## src/verilog/flash_erase_cfg.svh

```systemverilog
// constants of the flash erase sequencer: geometry, encodings, timing, reset values
`ifndef FLASH_ERASE_CFG_SVH
`define FLASH_ERASE_CFG_SVH
// ---------------------------------------------
// geometry
// ---------------------------------------------
`define FEC_ADDR_W          20
`define FEC_BANK_W          4
`define FEC_SEG_W           8
`define FEC_MAIN_SEG_BYTES  20'h00200
`define FEC_INFO_SEG_BYTES  20'h00080
`define FEC_INFO_SEGS       20'h00004
`define FEC_BOOT_SEG_BYTES  20'h00200
`define FEC_BOOT_SEGS       20'h00004
`define FEC_INFO_SEG_A_IDX  8'h00
`define FEC_BANK_BYTES      20'h10000
`define FEC_NUM_BANKS       4
`define FEC_MAIN_BASE       20'h04000
`define FEC_INFO_BASE       20'h01800
`define FEC_BOOT_BASE       20'h01000
// ---------------------------------------------
// erase mode encodings {multi_erase_select, erase}
// ---------------------------------------------
`define FEC_MODE_NONE       2'h0
`define FEC_MODE_SEG        2'h1
`define FEC_MODE_BANK       2'h2
`define FEC_MODE_MASS       2'h3
// ---------------------------------------------
// timing and reset values
// ---------------------------------------------
`define FEC_CLK_MHZ         25
`define FEC_SEG_ERASE_US    25000
`define FEC_MASS_ERASE_US   25000
`define FEC_RST_GEN_LOCK    1'h1
`define FEC_RST_SEG_A_LOCK  1'h1
`define FEC_RST_INFO_LOCK   1'h1
`endif

```

## src/verilog/flash_erase_pkg.sv

```systemverilog
// types shared by the flash erase sequencer and its address decoder
`include "flash_erase_cfg.svh"
package flash_erase_pkg;
    typedef enum logic [0:0] {
        ST_IDLE  = 1'b0,
        ST_ERASE = 1'b1
    } erase_state_e;

    typedef enum logic [1:0] {
        RG_NONE = 2'h0,
        RG_MAIN = 2'h1,
        RG_INFO = 2'h2,
        RG_BOOT = 2'h3
    } region_e;

    typedef enum logic [1:0] {
        EK_NONE = `FEC_MODE_NONE,
        EK_SEG  = `FEC_MODE_SEG,
        EK_BANK = `FEC_MODE_BANK,
        EK_MASS = `FEC_MODE_MASS
    } erase_kind_e;

    typedef struct packed {
        region_e                region;
        logic [`FEC_BANK_W-1:0] bank;
        logic [`FEC_SEG_W-1:0]  seg;
    } region_info_s;

    typedef struct packed {
        logic                   req;
        logic                   we;
        logic [`FEC_ADDR_W-1:0] addr;
    } bus_req_s;

    typedef struct packed {
        logic mode_wr;
        logic multi_erase_select;
        logic erase_select;
        logic ctl3_wr;
        logic general_lock;
        logic info_seg_a_lock;
        logic ctl4_wr;
        logic info_region_lock;
    } ctl_wr_s;

    typedef struct packed {
        erase_state_e st;
        logic [31:0]  cnt;
        logic [1:0]   mode;
        logic         lock_gen;
        logic         lock_a;
        logic         lock_info;
        logic         acc_viol;
        logic         stall;
        erase_kind_e  kind;
        region_info_s tgt;
        logic [15:0]  mask;
        logic         apply;
        logic         prog_valid;
        logic [15:0]  prog_word;
    } erase_ctl_s;
endpackage : flash_erase_pkg

```

## src/verilog/flash_region_decode.sv

```systemverilog
// address to region, bank and segment decoder for the flash array
`timescale 1ns/10ps
`include "flash_erase_cfg.svh"
module flash_region_decode import flash_erase_pkg::*; #(
    parameter int unsigned          NUM_BANKS  = `FEC_NUM_BANKS,
    parameter logic [`FEC_ADDR_W-1:0] BANK_BYTES = `FEC_BANK_BYTES,
    parameter logic [`FEC_ADDR_W-1:0] MAIN_BASE  = `FEC_MAIN_BASE,
    parameter logic [`FEC_ADDR_W-1:0] INFO_BASE  = `FEC_INFO_BASE,
    parameter logic [`FEC_ADDR_W-1:0] BOOT_BASE  = `FEC_BOOT_BASE
) (
    input  wire logic [`FEC_ADDR_W-1:0] i_addr,
    output region_info_s                o_hit
);
    localparam logic [`FEC_ADDR_W-1:0] INFO_SPAN = 20'(`FEC_INFO_SEGS * `FEC_INFO_SEG_BYTES);
    localparam logic [`FEC_ADDR_W-1:0] BOOT_SPAN = 20'(`FEC_BOOT_SEGS * `FEC_BOOT_SEG_BYTES);
    localparam logic [`FEC_ADDR_W:0]   MAIN_SPAN = 21'(NUM_BANKS * BANK_BYTES);

    logic [`FEC_ADDR_W-1:0] main_off;
    logic [`FEC_ADDR_W-1:0] info_off;
    logic [`FEC_ADDR_W-1:0] boot_off;

    always_comb begin
        main_off = i_addr - MAIN_BASE;
        info_off = i_addr - INFO_BASE;
        boot_off = i_addr - BOOT_BASE;
        o_hit    = '0;
        if (i_addr >= INFO_BASE && info_off < INFO_SPAN) begin
            o_hit.region = RG_INFO;
            o_hit.seg    = 8'(info_off / `FEC_INFO_SEG_BYTES);
        end else if (i_addr >= BOOT_BASE && boot_off < BOOT_SPAN) begin
            o_hit.region = RG_BOOT;
            o_hit.seg    = 8'(boot_off / `FEC_BOOT_SEG_BYTES);
        end else if (i_addr >= MAIN_BASE && {1'b0, main_off} < MAIN_SPAN) begin
            o_hit.region = RG_MAIN;
            o_hit.bank   = 4'(main_off / BANK_BYTES);
            o_hit.seg    = 8'((main_off % BANK_BYTES) / `FEC_MAIN_SEG_BYTES);
        end
    end
endmodule : flash_region_decode

```

## src/verilog/flash_erase_controller.sv

```systemverilog
// erase sequencer of the flash controller: locks, erase modes, busy timing, read gating
`timescale 1ns/10ps
`include "flash_erase_cfg.svh"
module flash_erase_controller import flash_erase_pkg::*; #(
    parameter int unsigned            NUM_BANKS     = `FEC_NUM_BANKS,
    parameter logic [`FEC_ADDR_W-1:0] BANK_BYTES    = `FEC_BANK_BYTES,
    parameter logic [`FEC_ADDR_W-1:0] MAIN_BASE     = `FEC_MAIN_BASE,
    parameter logic [`FEC_ADDR_W-1:0] INFO_BASE     = `FEC_INFO_BASE,
    parameter logic [`FEC_ADDR_W-1:0] BOOT_BASE     = `FEC_BOOT_BASE,
    parameter int unsigned            SEG_ERASE_US  = `FEC_SEG_ERASE_US,
    parameter int unsigned            MASS_ERASE_US = `FEC_MASS_ERASE_US
) (
    input  wire logic           i_clk_sys,
    input  wire logic           i_nrst,
    input  wire bus_req_s       i_bus,
    input  wire logic           i_exec_from_flash,
    input  wire ctl_wr_s        i_ctl,
    input  wire logic           i_acc_viol_clr,
    input  wire logic           i_prog_req,
    input  wire logic [15:0]    i_prog_old,
    input  wire logic [15:0]    i_prog_new,
    output logic                o_busy,
    output logic [1:0]          o_erase_mode,
    output logic                o_general_lock,
    output logic                o_info_seg_a_lock,
    output logic                o_info_region_lock,
    output logic                o_access_violation_flag,
    output logic                o_cpu_stall,
    output logic                o_read_mode,
    output logic                o_timing_gen_on,
    output logic                o_hv_gen_on,
    output logic                o_read_ok,
    output logic                o_write_ok,
    output logic                o_erase_apply,
    output erase_kind_e         o_erase_kind,
    output region_info_s        o_erase_target,
    output logic [NUM_BANKS-1:0] o_erase_bank_mask,
    output logic                o_prog_valid,
    output logic [15:0]         o_prog_word
);
    // ---------------------------------------------
    // timing
    // ---------------------------------------------
    // one timer for every device size: mass erase time does not scale
    localparam int unsigned SEG_RAW  = SEG_ERASE_US * `FEC_CLK_MHZ;
    localparam int unsigned MASS_RAW = MASS_ERASE_US * `FEC_CLK_MHZ;
    localparam logic [31:0] SEG_CYC  = (SEG_RAW < 1) ? 32'h1 : 32'(SEG_RAW);
    localparam logic [31:0] MASS_CYC = (MASS_RAW < 1) ? 32'h1 : 32'(MASS_RAW);

    localparam erase_ctl_s S_RST = '{
        st:         ST_IDLE,
        cnt:        32'h0,
        mode:       `FEC_MODE_NONE,
        lock_gen:   `FEC_RST_GEN_LOCK,
        lock_a:     `FEC_RST_SEG_A_LOCK,
        lock_info:  `FEC_RST_INFO_LOCK,
        acc_viol:   1'b0,
        stall:      1'b0,
        kind:       EK_NONE,
        tgt:        '0,
        mask:       16'h0,
        apply:      1'b0,
        prog_valid: 1'b0,
        prog_word:  16'h0
    };

    erase_ctl_s   s_r;
    erase_ctl_s   s_nxt;
    region_info_s hit;
    erase_kind_e  sel_kind;
    logic         busy;
    logic         flash_wr;
    logic         flash_rd;
    logic         is_seg_a;
    logic         wr_locked;
    logic         erase_locked;
    logic         start;
    logic         conflict;
    logic [15:0]  start_mask;

    flash_region_decode #(
        .NUM_BANKS  (NUM_BANKS),
        .BANK_BYTES (BANK_BYTES),
        .MAIN_BASE  (MAIN_BASE),
        .INFO_BASE  (INFO_BASE),
        .BOOT_BASE  (BOOT_BASE)
    ) u_decode (
        .i_addr (i_bus.addr),
        .o_hit  (hit)
    );

    // ---------------------------------------------
    // access classification
    // ---------------------------------------------
    assign busy     = (s_r.st == ST_ERASE);
    assign sel_kind = erase_kind_e'(s_r.mode);
    assign flash_wr = i_bus.req && i_bus.we && (hit.region != RG_NONE);
    assign flash_rd = i_bus.req && !i_bus.we && (hit.region != RG_NONE);
    assign is_seg_a = (hit.region == RG_INFO) && (hit.seg == `FEC_INFO_SEG_A_IDX);

    // segment A open only when its own lock is clear
    assign wr_locked = s_r.lock_gen
                     || ((hit.region == RG_INFO) && s_r.lock_info)
                     || (is_seg_a && s_r.lock_a);

    always_comb begin
        erase_locked = wr_locked;
        // lock A also shields every info segment from segment erase
        if (hit.region == RG_INFO && sel_kind == EK_SEG && s_r.lock_a) begin
            erase_locked = 1'b1;
        end
        // bank and mass erase only aim at main memory
        if ((sel_kind == EK_BANK || sel_kind == EK_MASS) && hit.region != RG_MAIN) begin
            erase_locked = 1'b1;
        end
    end

    assign start = !busy && flash_wr && (sel_kind != EK_NONE) && !erase_locked;

    // ---------------------------------------------
    // banks touched by the starting erase
    // ---------------------------------------------
    genvar g;
    generate
        for (g = 0; g < 16; g++) begin : g_mask
            if (g < NUM_BANKS) begin : g_real
                assign start_mask[g] = (sel_kind == EK_MASS)
                                     || ((sel_kind == EK_BANK) && (hit.bank == 4'(g)));
            end else begin : g_none
                assign start_mask[g] = 1'b0;
            end
        end
    endgenerate

    // a single bank holds all flash, so nothing is readable mid-erase
    always_comb begin
        conflict = 1'b0;
        if (busy && hit.region != RG_NONE) begin
            if (NUM_BANKS == 1) begin
                conflict = 1'b1;
            end else if (s_r.tgt.region == RG_MAIN) begin
                conflict = (hit.region == RG_MAIN)
                        && ((s_r.kind == EK_MASS) || (hit.bank == s_r.tgt.bank));
            end else begin
                conflict = (hit.region == s_r.tgt.region);
            end
        end
    end

    // ---------------------------------------------
    // next state
    // ---------------------------------------------
    always_comb begin
        s_nxt            = s_r;
        s_nxt.apply      = 1'b0;
        s_nxt.prog_valid = 1'b0;
        if (i_ctl.ctl3_wr) begin
            s_nxt.lock_gen = i_ctl.general_lock;
            if (i_ctl.info_seg_a_lock) begin
                s_nxt.lock_a = !s_r.lock_a;
            end
        end
        if (i_ctl.ctl4_wr) begin
            s_nxt.lock_info = i_ctl.info_region_lock;
        end
        // mode writes during an erase would fight the automatic clear
        if (i_ctl.mode_wr && !busy) begin
            s_nxt.mode = {i_ctl.multi_erase_select, i_ctl.erase_select};
        end
        // programming can only pull ones to zero
        if (i_prog_req && !busy) begin
            s_nxt.prog_word  = i_prog_old & i_prog_new;
            s_nxt.prog_valid = 1'b1;
        end
        unique case (s_r.st)
            ST_IDLE: begin
                if (start) begin
                    s_nxt.st    = ST_ERASE;
                    s_nxt.kind  = sel_kind;
                    s_nxt.tgt   = hit;
                    s_nxt.mask  = start_mask;
                    s_nxt.cnt   = ((sel_kind == EK_MASS) ? MASS_CYC : SEG_CYC) - 32'h1;
                    // bank and mass erase leave the CPU running elsewhere
                    s_nxt.stall = (sel_kind == EK_SEG) && i_exec_from_flash;
                end
            end
            ST_ERASE: begin
                if (s_r.cnt == 32'h0) begin
                    s_nxt.st    = ST_IDLE;
                    s_nxt.mode  = `FEC_MODE_NONE;
                    s_nxt.stall = 1'b0;
                    s_nxt.apply = 1'b1;
                end else begin
                    s_nxt.cnt = s_r.cnt - 32'h1;
                end
            end
        endcase
        // set beats clear so a violation in the clearing cycle survives
        s_nxt.acc_viol = (s_r.acc_viol && !i_acc_viol_clr)
                       || (busy && (flash_wr || (flash_rd && conflict)));
    end

    always_ff @(posedge i_clk_sys) begin
        if (!i_nrst) begin
            s_r <= S_RST;
        end else begin
            s_r <= s_nxt;
        end
    end

    // ---------------------------------------------
    // outputs
    // ---------------------------------------------
    assign o_busy                  = busy;
    assign o_erase_mode            = s_r.mode;
    assign o_general_lock          = s_r.lock_gen;
    assign o_info_seg_a_lock       = s_r.lock_a;
    assign o_info_region_lock      = s_r.lock_info;
    assign o_access_violation_flag = s_r.acc_viol;
    assign o_cpu_stall             = s_r.stall;
    assign o_read_mode             = !busy;
    assign o_timing_gen_on         = busy;
    assign o_hv_gen_on             = busy;
    assign o_read_ok               = flash_rd && !conflict;
    assign o_write_ok              = flash_wr && !busy && (sel_kind == EK_NONE) && !wr_locked;
    assign o_erase_apply           = s_r.apply;
    assign o_erase_kind            = s_r.kind;
    assign o_erase_target          = s_r.tgt;
    assign o_erase_bank_mask       = s_r.mask[NUM_BANKS-1:0];
    assign o_prog_valid            = s_r.prog_valid;
    assign o_prog_word             = s_r.prog_word;
endmodule : flash_erase_controller

```

## config.mk

```make
export PLATFORM = sky130hd
export DESIGN_NAME = flash_erase_controller
export DESIGN_NICKNAME = d
export VERILOG_FILES = /design/src/verilog/flash_erase_pkg.sv /design/src/verilog/flash_region_decode.sv /design/src/verilog/flash_erase_controller.sv
export VERILOG_INCLUDE_DIRS = /design/src /design/src/verilog
export SDC_FILE = /design/constraint.sdc
export NUM_CORES = 1
export LEC_CHECK = 0
export ABC_AREA = 1
export BUFFER_PORTS_ARGS = -buffer_cell sky130_fd_sc_hd__buf_2
export CELL_PAD_IN_SITES_DETAIL_PLACEMENT = 0
export CELL_PAD_IN_SITES_GLOBAL_PLACEMENT = 1
export CORE_UTILIZATION = 38
export DETAILED_ROUTE_END_ITERATION = 7
export GPL_TIMING_DRIVEN = 0
export PLACE_DENSITY = 0.85
export SLEW_MARGIN = 40
export SYNTH_ARGS = -nofsm -noshare
export SYNTH_HDL_FRONTEND = slang
export SYNTH_SLANG_ARGS = --single-unit
```

## constraint.sdc

```tcl
create_clock -name i_clk_sys -period 4.9 [get_ports i_clk_sys]
set_input_delay 1.47 -clock i_clk_sys [delete_from_list [all_inputs] [get_ports i_clk_sys]]
set_output_delay 1.47 -clock i_clk_sys [all_outputs]
set_load 0.01 [all_outputs]
```

======== After elaboration in Yosys (flattened, before gate mapping) ========
Cells that the tools add are included.
cells by class
  add/subtract/negate cells ............... 4
  $mul .................................... 0
  div/mod/pow operators ................... 0
  order comparisons ....................... 6
  equal/unequal tests ..................... 16
  shifts and indexed selects .............. 0
  multiplexer cells ....................... 23
  bitwise logic cells ..................... 2
  reductions and logical operators ........ 59
operator list
  cell                                                                  number
  two-way mux 33 bit                                                    2
  one-hot mux 33 bit (2 select lines)                                   1
  greater-or-equal comparator 20 x 13 -> 1 bit (second input constant)  2
  subtractor 20 x 13 -> 20 bit (second input constant)                  2
  logical NOT 32 bit                                                    1
  two-way mux 32 bit                                                    1
  subtractor 32 x 1 -> 32 bit (second input constant)                   1
  logical AND 1 bit                                                     31
  greater-or-equal comparator 20 x 15 -> 1 bit (second input constant)  1
  less-than comparator 20 x 10 -> 1 bit (second input constant)         1
  less-than comparator 20 x 12 -> 1 bit (second input constant)         1
  less-than comparator 20 x 19 -> 1 bit (second input constant)         1
  subtractor 20 x 15 -> 20 bit (second input constant)                  1
  two-way mux 17 bit                                                    1
  AND 16 bit                                                            1
  two-way mux 8 bit                                                     2
  two-way mux 13 bit                                                    1
  logical OR 1 bit                                                      10
  two-way mux 2 bit                                                     5
  AND reduction 2 bit                                                   5
  == test 2 bit (second input constant)                                 4
  == test 4 x 2 -> 1 bit (second input constant)                        2
  logical NOT 8 bit                                                     1
  two-way mux 4 bit                                                     2
  13 further kinds                                                      30
word-level totals
  flip-flop bits (word level) ............. 78
  latch bits .............................. 0
  bits in writable memories ............... 0
  bits in read-only memories .............. 0
  word-level logic and storage cells ...... 126
  memories kept ........................... 0

======== Logic depth before layout (Yosys ltp) ========
Gate-level depths: netlist (run 1).
  word-level depth ........................ 16
  mapped depth ............................ 23
  gate-level depth less buffers ........... 21

======== Hierarchy ========
A second synthesis (run 1) with hierarchy kept.
unflattened totals
  cell total of the unflattened synthesis .. 750
  area total of the unflattened synthesis .. 4842.1 um2
modules (own cells, without submodules)
  module                  times used  cells each  area an instance (um2)
  flash_erase_controller  1           619         4107.7
  flash_region_decode     1           131         734.5

======== Worst setup path before layout (run 1) ========
No wires, ideal clock.
  path kind ............................... input to output
  from .................................... in i_bus[14] (netlist bit)
  to ...................................... out o_write_ok
  arrival time ............................ 3.139 ns
  required time ........................... 3.430 ns
  setup slack ............................. 0.291 ns
  stages .................................. 12
  path buffers ............................ 1
  path through ............................ inv_2 -> ha_1 -> buf_2 -> nand2_1 -> xor2_1 -> nand3_2 -> or2_0 -> nor2_1 -> nor2_1 -> nand4_1 -> nand2_1 -> nor3_1
between the ends
  word-level cells in the longest chain between the ends .. 12
RTL lines
  what                                                          line                                                          RTL
  start, declared                                               flash_erase_controller.sv:15                                  input wire bus_req_s i_bus,
  subtractor 20 x 15 -> 20 bit                                  flash_region_decode.sv:23                                     main_off = i_addr - MAIN_BASE;
  less-than comparator 20 x 19 -> 1 bit                         flash_region_decode.sv:33                                     end else if (i_addr >= MAIN_BASE && {1'b0, main_off} < MAIN_SPAN) begin
  logical AND 1 bit                                             flash_region_decode.sv:33
  two-way mux 13 bit                                            flash_region_decode.sv:33
  two-way mux 8 bit or two-way mux 2 bit (tied branches)        flash_region_decode.sv:30                                     end else if (i_addr >= BOOT_BASE && boot_off < BOOT_SPAN) begin
  two-way mux 8 bit or two-way mux 2 bit (tied branches)        flash_region_decode.sv:27                                     if (i_addr >= INFO_BASE && info_off < INFO_SPAN) begin
  logical NOT 8 bit (no line) or == test 2 bit (tied branches)  -
  logical AND 1 bit (on tied branches)                          flash_erase_controller.sv:99, flash_erase_controller.sv:103
  logical AND 1 bit or logical OR 1 bit (tied branches)         flash_erase_controller.sv:104, flash_erase_controller.sv:103
  logical OR 1 bit                                              flash_erase_controller.sv:104                                 || (is_seg_a && s_r.lock_a);
  logical NOT 1 bit                                             flash_erase_controller.sv:225                                 assign o_write_ok = flash_wr && !busy && (sel_kind == EK_NONE) && !wr_locked;
  logical AND 1 bit *                                           flash_erase_controller.sv:225
  end, declared                                                 flash_erase_controller.sv:33                                  output logic o_write_ok,
Mark *: on every way between the ends. The rest lies on a longest branch, timed or not.

======== Final worst setup path (run 1) ========
  from .................................... in i_bus[13] (netlist bit)
  to ...................................... out o_write_ok
The elaborated chain is that of the path after synthesis.

==> results of run 1 <==
==> area by class of cell <==
class                   count  area (um^2)  area share, %
clock inverters             4         52.6          0.775
clock buffers              12          267           3.93
plain buffers              65          477           7.03
repair buffers            160         1040           15.4
inverters                  59          262           3.86
flip-flops and latches     78         1560           23.0
well taps                 168          210           3.10
multi-input cells         519         2910           42.9
==> power by group <==
group          internal [mW]  leakage [nW]  switching (mW)
Sequential             0.644         0.631         0.00669
Combinational         0.0977          2.66           0.130
Clock                  0.438         0.159           0.271
==> logic make-up after synthesis <==
| group | Yosys count | share of synthesized area (%) |
|---|---|---|
| xor+xnor | 35 | 6.35 |
| buf+inv | 125 | 14.0 |
| flops | 78 | 32.4 |
| simple gates | 403 | 37.0 |
| fa+ha+maj | 8 | 2.07 |
| compound gates | 73 | 8.22 |
==> per-layer routing <==
layer	part of all wire (%)	vias to the layer above	global-route usage, %
li1	-	2645	-
met1	42	2458	26.0
met2	52	118	39.8
met3	3.8	27	4.24
met4	1.7	0	6.32
met5	0	-	0
==> state kept, by name, summed over array words and instances (netlist names) <==
register                 count
o_erase_mode                 2
o_access_violation_flag      1
o_busy                       1
o_erase_kind                 2
o_prog_word                 16
s_r                         32
o_prog_valid                 1
o_info_region_lock           1
o_general_lock               1
o_erase_bank_mask            4
o_erase_target              14
o_cpu_stall                  1
o_erase_apply                1
o_info_seg_a_lock            1
==> repair_timing <==
item | CTS | global route
pin swaps | 11 | 49
setup buffers | 23 | 17
endpoints found under the hold margin | 0 | 0
gates cloned | 1 | 5
gates resized for setup | 40 | 79
setup endpoints to repair | 2 | 56
==> worst min path at each step <==
stage	depth (start not counted)	endpoint	slack, ns
6_report	2	o_erase_target[7]	0.45
3_5_place_dp	2	o_erase_target[7]	0.44
5_1_grt	2	o_erase_target[7]	0.46
2_1_floorplan	2	o_erase_target[7]	0.42
4_1_cts	2	o_erase_target[7]	0.46
3_3_place_gp	2	o_erase_target[7]	0.43
==> cell usage in the layout, fill, tap and decap left out, types with 12 or more instances in the layout <==
master       n
nand4_1     12
clkbuf_1    13
o21ai_0     13
buf_2      112
dfxtp_1     78
nor2_1      88
nand2_2     16
buf_4       81
nand3_1     80
a21oi_1     38
nand2_1    146
clkbuf_16   14
nand3_2     15
inv_1       47
xor2_1      23
==> through the flow <==
stage | instances | cell area [um^2] | TNS, ns | hold slack (ns)
after floorplan | 722 | 4830 | 0 | 0.417
after global placement | 1005 | 5610 | -0.466 | 0.430
after detailed placement | 1005 | 5610 | -0.458 | 0.444
after CTS | 1045 | 6240 | 0 | 0.456
after global routing | 1065 | 6780 | -0.125 | 0.465
final | 1065 | 6780 | 0 | 0.451
==> worst register-to-register path: cells and delay by family (launching register included) <==
family	cells	cell delay (ns)
AOI/OAI and AO/OA	1	0.15
buffers and inverters	13	1.66
DFF	1	0.43
and+or+nand+nor	2	0.28
==> reports/results.ini, run 1 <==
[critical_path]
critPathLaunchType=input port
crit_arrival_ns=3.39
crit_path_end=o_write_ok
path_buf_inv=4
cp.depth=18
crit_path_cell_trace=buf_12, clkinv_8, ha_4, nand2_4, nand3_2, nor2_2, nand3_2, nor2_4, nand2_4, buf_4, nand2_1, nand3_2, nand2_2, nor2_1, nand4_1, nand2_1, nor3_2, buf_2
critPathCaptureType=output pin
max_stage_delay_ns=0.17
regToRegEndpoint=s_r[68]
path_max_fanout=8
criticalPathCategory=input port to output pin
regToRegSetupSlack_ns=2.25
cp.required_ns=3.43
crit_path_start=i_bus[13]
cp_slowest_cell=ha_4
r2r_cells=16
reg2reg_from=o_info_seg_a_lock
cp_common_cell=nand3_2
crit_family=simple AND/OR/NAND/NOR gates

[timing]
slew_viol_final=0
rsz0062_at_grt=true
fin_crit_sh_pct=99.1
clock_skew_ns=0.00634
period_minus_slack_ns=4.86
tightestPinTransition_ns=0.625
max_freq_ghz=0.206
max-slew-margin-rel_pct=58.3
hold_viol_final=0
setup_viol=0
fin_ws_ns=0.0422

[cells_and_area]
fin_util_pct=55.5
fill_cells=1221
drive_gt1_share_pct=34.9
antennaDiodeCount=0
syn_to_final_growth_pct=40.4
final_nets=967

[yosys]
async_flop_share_pct=0
yosysTopAreaCellShare_pct=32.4
yosysTopAreaCell=dfxtp_1
ys_top_cells_by_area=dfxtp_1 32%, nand2_1 13%, nand3_1 10%
ys.flop_type=dfxtp_1
synth_cells=722
synth_edf_count=0
post-synth-top-count-cell=nand2_1
mappedNetlistArea_mm2=0.00483
ys_seq_area_share_pct=32.4
syn_avg_cell_area_um2=6.68
ys_types=40
ys.warnings.count=0
netlist_top_cells_count=164 x nand2_1, 97 x nand3_1, 93 x nor2_1
ys_ff_latch=78
synth_nets=797

[drt]
wire_per_inst_um=14.0
antenna_left=0
dr.pass1.iters=5
avgViaCountPerCell=4.93
routed_wl_mm=14.9
vias=5248
route.detailed.drc=0
drt_iter0_drc=288

[power]
cellPowerDensity_mw_per_mm2=234
leakage_nw=3.45
ir_drop_mv=0.161
power_mw=1.59

[global_routing]
grt_max_degree=14
grtUsageTotal_pct=21.9
first_global_vias=4967
overflow=0
grt_first_pass_wirelength_mm=22.8
antenna_found_initial=0

[flow_run]
max_cap_viol_count=0

[die]
ioPinCount=118
die_y_um=115
rows=40
die_area_mm2=0.0132
die_w_um=115
initial_utilization_pct=39.5
coreArea_mm2=0.0122

[clock_tree]
hold_buffers=0
insertion_delay_ns=0.34
cts.sinks=78
h-tree-depth=3
cts_tree=yes
clockBufferDepth=2
cts_made_buffers=9
clock-root-buffer=clkbuf_16
path_clk_slew_ns=0.06

[place]
dp_slack_ns=-0.316
gp_congestion=0.862
hpwl_mm=10.4
port_buffers=115

[hold_path]
hp-start=o_erase_target[7]
timing.hold.worst.class=flip-flop to flip-flop

[run_status]
status=finished, final reports clean

(Power assumes the default switching activity.)
==> inputs of run 2 (changes only) <==
CORE_UTILIZATION = 39   (was 38)
CTS_BUF_LIST = sky130_fd_sc_hd__clkbuf_4 sky130_fd_sc_hd__clkbuf_8   (was default)
PLACE_DENSITY = 0.87   (was 0.85)
==> reports/results.ini, run 2 (synthesis gave the netlist of run 1 again) <==
[run_status]
status=finished, final reports clean

[power]
ir_drop_mv=0.115
cellPowerDensity_mw_per_mm2=222
leakage_nw=3.18

[cells_and_area]
mostFrequentLayoutCell=nand2_1
multi_input_area_mm2=0.00277
drive_gt1_share_pct=29.2
mostFrequentLayoutCells=155 x nand2_1, 113 x buf_2, 90 x nand3_1
area.sequential_mm2=0.00156
final_nets=935
fill_cells=1229
syn_to_final_growth_pct=27.7
antennaDiodeCount=0
finalNonFillerCells=1033
largest_reg_flops=32
largest-register=s_r

[timing]
max-slew-margin-rel_pct=56.4
setup_viol=0
fin_crit_sh_pct=97.9
hold_viol_final=0
fin_ws_ns=0.101
period_minus_slack_ns=4.80
clock_skew_ns=0.0105
max_freq_ghz=0.208
tightestPinTransition_ns=0.654
slew_viol_final=0
setup-tns-final_ns=0

[critical_path]
path_max_fanout=8
critPathCaptureType=output pin
criticalPathCategory=input port to output pin
cp.required_ns=3.43
crit_arrival_ns=3.33
critPathLaunchType=input port

[global_routing]
grtUsageTotal_pct=21.2
gr-usage-met1_pct=25.7
grt_first_pass_wirelength_mm=21.7
grt.busiest_layer=met2
grt_use_met2_pct=38.4
overflow=0
grt_max_degree=15
antenna_found_initial=0
first_global_vias=4639
grtUsageMet3_pct=2.84

[die]
rows=40
initial_utilization_pct=40.0
coreArea_mm2=0.0121
die_y_um=113
ioPinCount=118
die_area_mm2=0.0128
die_w_um=113

[clock_tree]
cts_tree=yes
clockBufferDepth=2
clock-root-buffer=clkbuf_8
cts_made_buffers=9
path_clk_slew_ns=0.08
cts.sinks=78
insertion_delay_ns=0.37
h-tree-depth=3

[drt]
routed_wl_mm=13.5
route.detailed.drc=0
drt_iter0_drc=190
antenna_left=0
vias=4923
avgViaCountPerCell=4.77
dr.pass1.iters=4
wire_per_inst_um=13.1

[place]
placedCellCount=1005
dp_slack_ns=-0.211
gp_congestion=0.911
port_buffers=115
hpwl_mm=10.2

[hold_path]
timing.hold.worst.class=flip-flop to flip-flop

[flow_run]
max_cap_viol_count=0

-- run 2: path summary, 6_finish.rpt --
kind | start | endpoint | slack [ns] | cells after the start
setup / recovery | i_bus[15] | o_write_ok | 0.10 | 19
hold / removal | o_erase_target[7] | o_erase_target[7] | 0.44 | 2
setup reg to reg | s_r[57] | s_r[88] | 2.18 | 14
hold reg to reg | o_erase_target[7] | o_erase_target[7] | 0.44 | 2
-- run 2: area by class of cell --
cell class                      count  area share (%)
Buffer                             66            7.55
Clock buffer                       10            2.23
Clock inverter                      6            1.10
Inverter                           59            3.96
Multi-Input combinational cell    519            45.0
Sequential cell                    78            25.3
Tap cell                          168            3.41
Timing Repair Buffer              127            11.4
-- run 2: metrics by stage --
step                power [mW]  hold WS, ns  area, um^2  util (%)
finish                    1.37        0.443        6160      51.1
global route              1.43        0.472        6160      51.1
CTS                       1.36        0.444        5900      48.9
detailed placement       0.843        0.430        5610      46.5
global placement         0.841        0.428        5610      46.5
floorplan                0.773        0.417        4830         -
-- run 2: what timing repair did --
action / 4_1_cts / 5_1_grt
endpoints found under the setup margin: 2 / 2
setup buffers: 5 / 6
gates resized for setup: 16 / 57
pin swaps: 3 / 16
gates cloned: 0 / 1
hold buffers: 0 / 0
endpoints found under the hold margin: 0 / 0
-- run 2: critical path: stages --
cell and delay (ns):
buf_6 0.11, inv_4 0.08, ha_4 0.14, buf_8 0.13, nand2_4 0.07, inv_2 0.06
nand2_1 0.06, nand2_2 0.07, nand3_2 0.08, nor2_2 0.12, nand2_2 0.09, buf_6 0.14
nand3b_1 0.09, nand2_1 0.07, nor2_1 0.12, nand4_1 0.12, nand2_1 0.11, nor3_2 0.04
buf_2 0.14
-- run 2: power by group --
group	switching [mW]	internal [mW]	total, mW
registers	0.00654	0.643	0.650
logic	0.119	0.0863	0.205
clock network	0.263	0.252	0.515
total	0.388	0.981	1.37
-- run 2: routing by layer --
metal  vias to the layer above  wire (um)
met5                         -          0
met4                         0        180
met3                        17        307
met2                        63       6950
met1                      2273       6050
li1                       2570          -
==> inputs of run 3 (changes only) <==
--- a/config.mk
+++ b/config.mk
@@ -15,3 +15,2 @@
 export DETAILED_ROUTE_END_ITERATION = 7
-export GPL_TIMING_DRIVEN = 0
 export PLACE_DENSITY = 0.87
==> constraint.sdc (replaced) <==
create_clock -name i_clk_sys -period 4.9 [get_ports i_clk_sys]
set_input_delay 0 -clock i_clk_sys [delete_from_list [all_inputs] [get_ports i_clk_sys]]
set_output_delay 0 -clock i_clk_sys [all_outputs]
set_load 0.01 [all_outputs]
==> reports/results.ini, run 3 (synthesis gave the netlist of run 1 again) <==
[timing]
fin_ws_ns=1.94
max_freq_ghz=0.338
setup_viol=0
period_minus_slack_ns=2.96
clock_skew_ns=0.0105
fin_crit_sh_pct=60.4
hold_viol_final=0
max-slew-margin-rel_pct=48.2
rsz0062_at_grt=false
tightestPinTransition_ns=0.776
hold_slack_ns=0.0288
setup-tns-final_ns=0
slew_viol_final=0

[clock_tree]
cts.sinks=78
cts_resized=0
path_clk_slew_ns=0.09
clockBufferDepth=2
cts_tree=yes
cts_setup_buffers=0
clock-root-buffer=clkbuf_8
insertion_delay_ns=0.36
cts_made_buffers=9
h-tree-depth=3

[power]
cellPowerDensity_mw_per_mm2=229
power_mw=1.34
ir_drop_mv=0.120
leakage_nw=2.95

[critical_path]
crit_path_cell_trace=inv_2, nand2_1, nor2_2, nand3_1, dlygate4sd3_1, nand2_1
cp_common_cell=nand2_1
critPathCaptureType=flip-flop
crit_arrival_ns=3.27
path_max_fanout=27
criticalPathCategory=flip-flop to flip-flop
cp_slowest_cell=nor2_2
cp.required_ns=5.21
critPathLaunchType=flip-flop
max_stage_delay_ns=0.70
path_buf_inv=2
crit_family=simple AND/OR/NAND/NOR gates

[run_status]
status=finished, final reports clean

[drt]
dr.pass1.iters=5
vias=4990
avgViaCountPerCell=4.97
antenna_left=0
route.detailed.drc=0
routed_wl_mm=13.4
drt_iter0_drc=404
wire_per_inst_um=13.3

[place]
placedCellCount=944
port_buffers=117
gp_congestion=0.893
postPlaceCellArea_mm2=0.00519
hpwl_mm=9.22
dp_slack_ns=1.85

[cells_and_area]
finalNonFillerCells=1005
postLayoutCellArea_mm2=0.00585
drive_gt1_share_pct=19.5
syn_to_final_growth_pct=21.2
area.sequential_mm2=0.00156
fin_util_pct=48.5
antennaDiodeCount=0
multi_input_area_mm2=0.00259
largest-register=s_r
fill_cells=1242
largest_reg_flops=32
mostFrequentLayoutCells=163 x nand2_1, 117 x buf_2, 97 x nand3_1
mostFrequentLayoutCell=nand2_1
final_nets=907

[global_routing]
antenna_found_initial=0
grt_first_pass_wirelength_mm=22.9
grtUsageTotal_pct=22.2
first_global_vias=4908
overflow=0
grt_max_degree=47

[flow_run]
max_cap_viol_count=0

[hold_path]
timing.hold.worst.class=input port to flip-flop

[die]
rows=40
die_y_um=113
coreArea_mm2=0.0121
initial_utilization_pct=40.0
die_w_um=113
die_area_mm2=0.0128
ioPinCount=118

## run 3: cell count changes in the layout (fill, tap and decap cells not counted), sizes merged
cell	previous run	this run
buf	179	120
dlygate4sd3	0	45
clkbuf	24	10
clkinv	1	5
inv	61	58
clkinvlp	2	1
## run 3: metal layers
metal / part of all wire (%) / GRT usage (%) / vias to the layer above
met2: 51 / 39.5 / 124
met5: 0 / 0 / -
met4: 2.5 / 8.95 / 0
li1: - / - / 2511
met1: 43 / 26.0 / 2321
met3: 3.6 / 4.39 / 34
## run 3: repair_timing
item,in CTS,in global routing
hold buffers,45,0
setup endpoints to repair,0,0
hold endpoints to repair,23,0
## run 3: tightest hold or removal path, stage by stage
cell	delay [ns]
buf_2	0.10
inv_1	0.08
nand2_1	0.06
nand3_1	0.06
a21oi_1	0.05
## run 3: path summary, 6_finish.rpt
kind                                            from                 endpoint  slack, ns  cells past startpoint
worst max-delay path                          o_busy           o_prog_word[2]       1.94                      6
worst min-delay path                       i_bus[20]  o_access_violation_flag       0.03                      5
worst max register to register                o_busy           o_prog_word[2]       1.94                      6
worst min register to register  o_erase_bank_mask[2]     o_erase_bank_mask[2]       0.45                      2
## run 3: final cells by class
| class | count | area share, % |
|---|---|---|
| clock inverter | 6 | 1.24 |
| inverter | 59 | 3.79 |
| tap | 168 | 3.59 |
| multi-input combinational | 519 | 44.3 |
| sequential | 78 | 26.7 |
| timing repair buffer | 165 | 18.1 |
| clock buffer | 10 | 2.25 |
## run 3: report_power, final
part	switching, mW	internal, mW	total (mW)
clock network	0.251	0.244	0.495
registers	0.00677	0.643	0.650
logic	0.111	0.0816	0.193
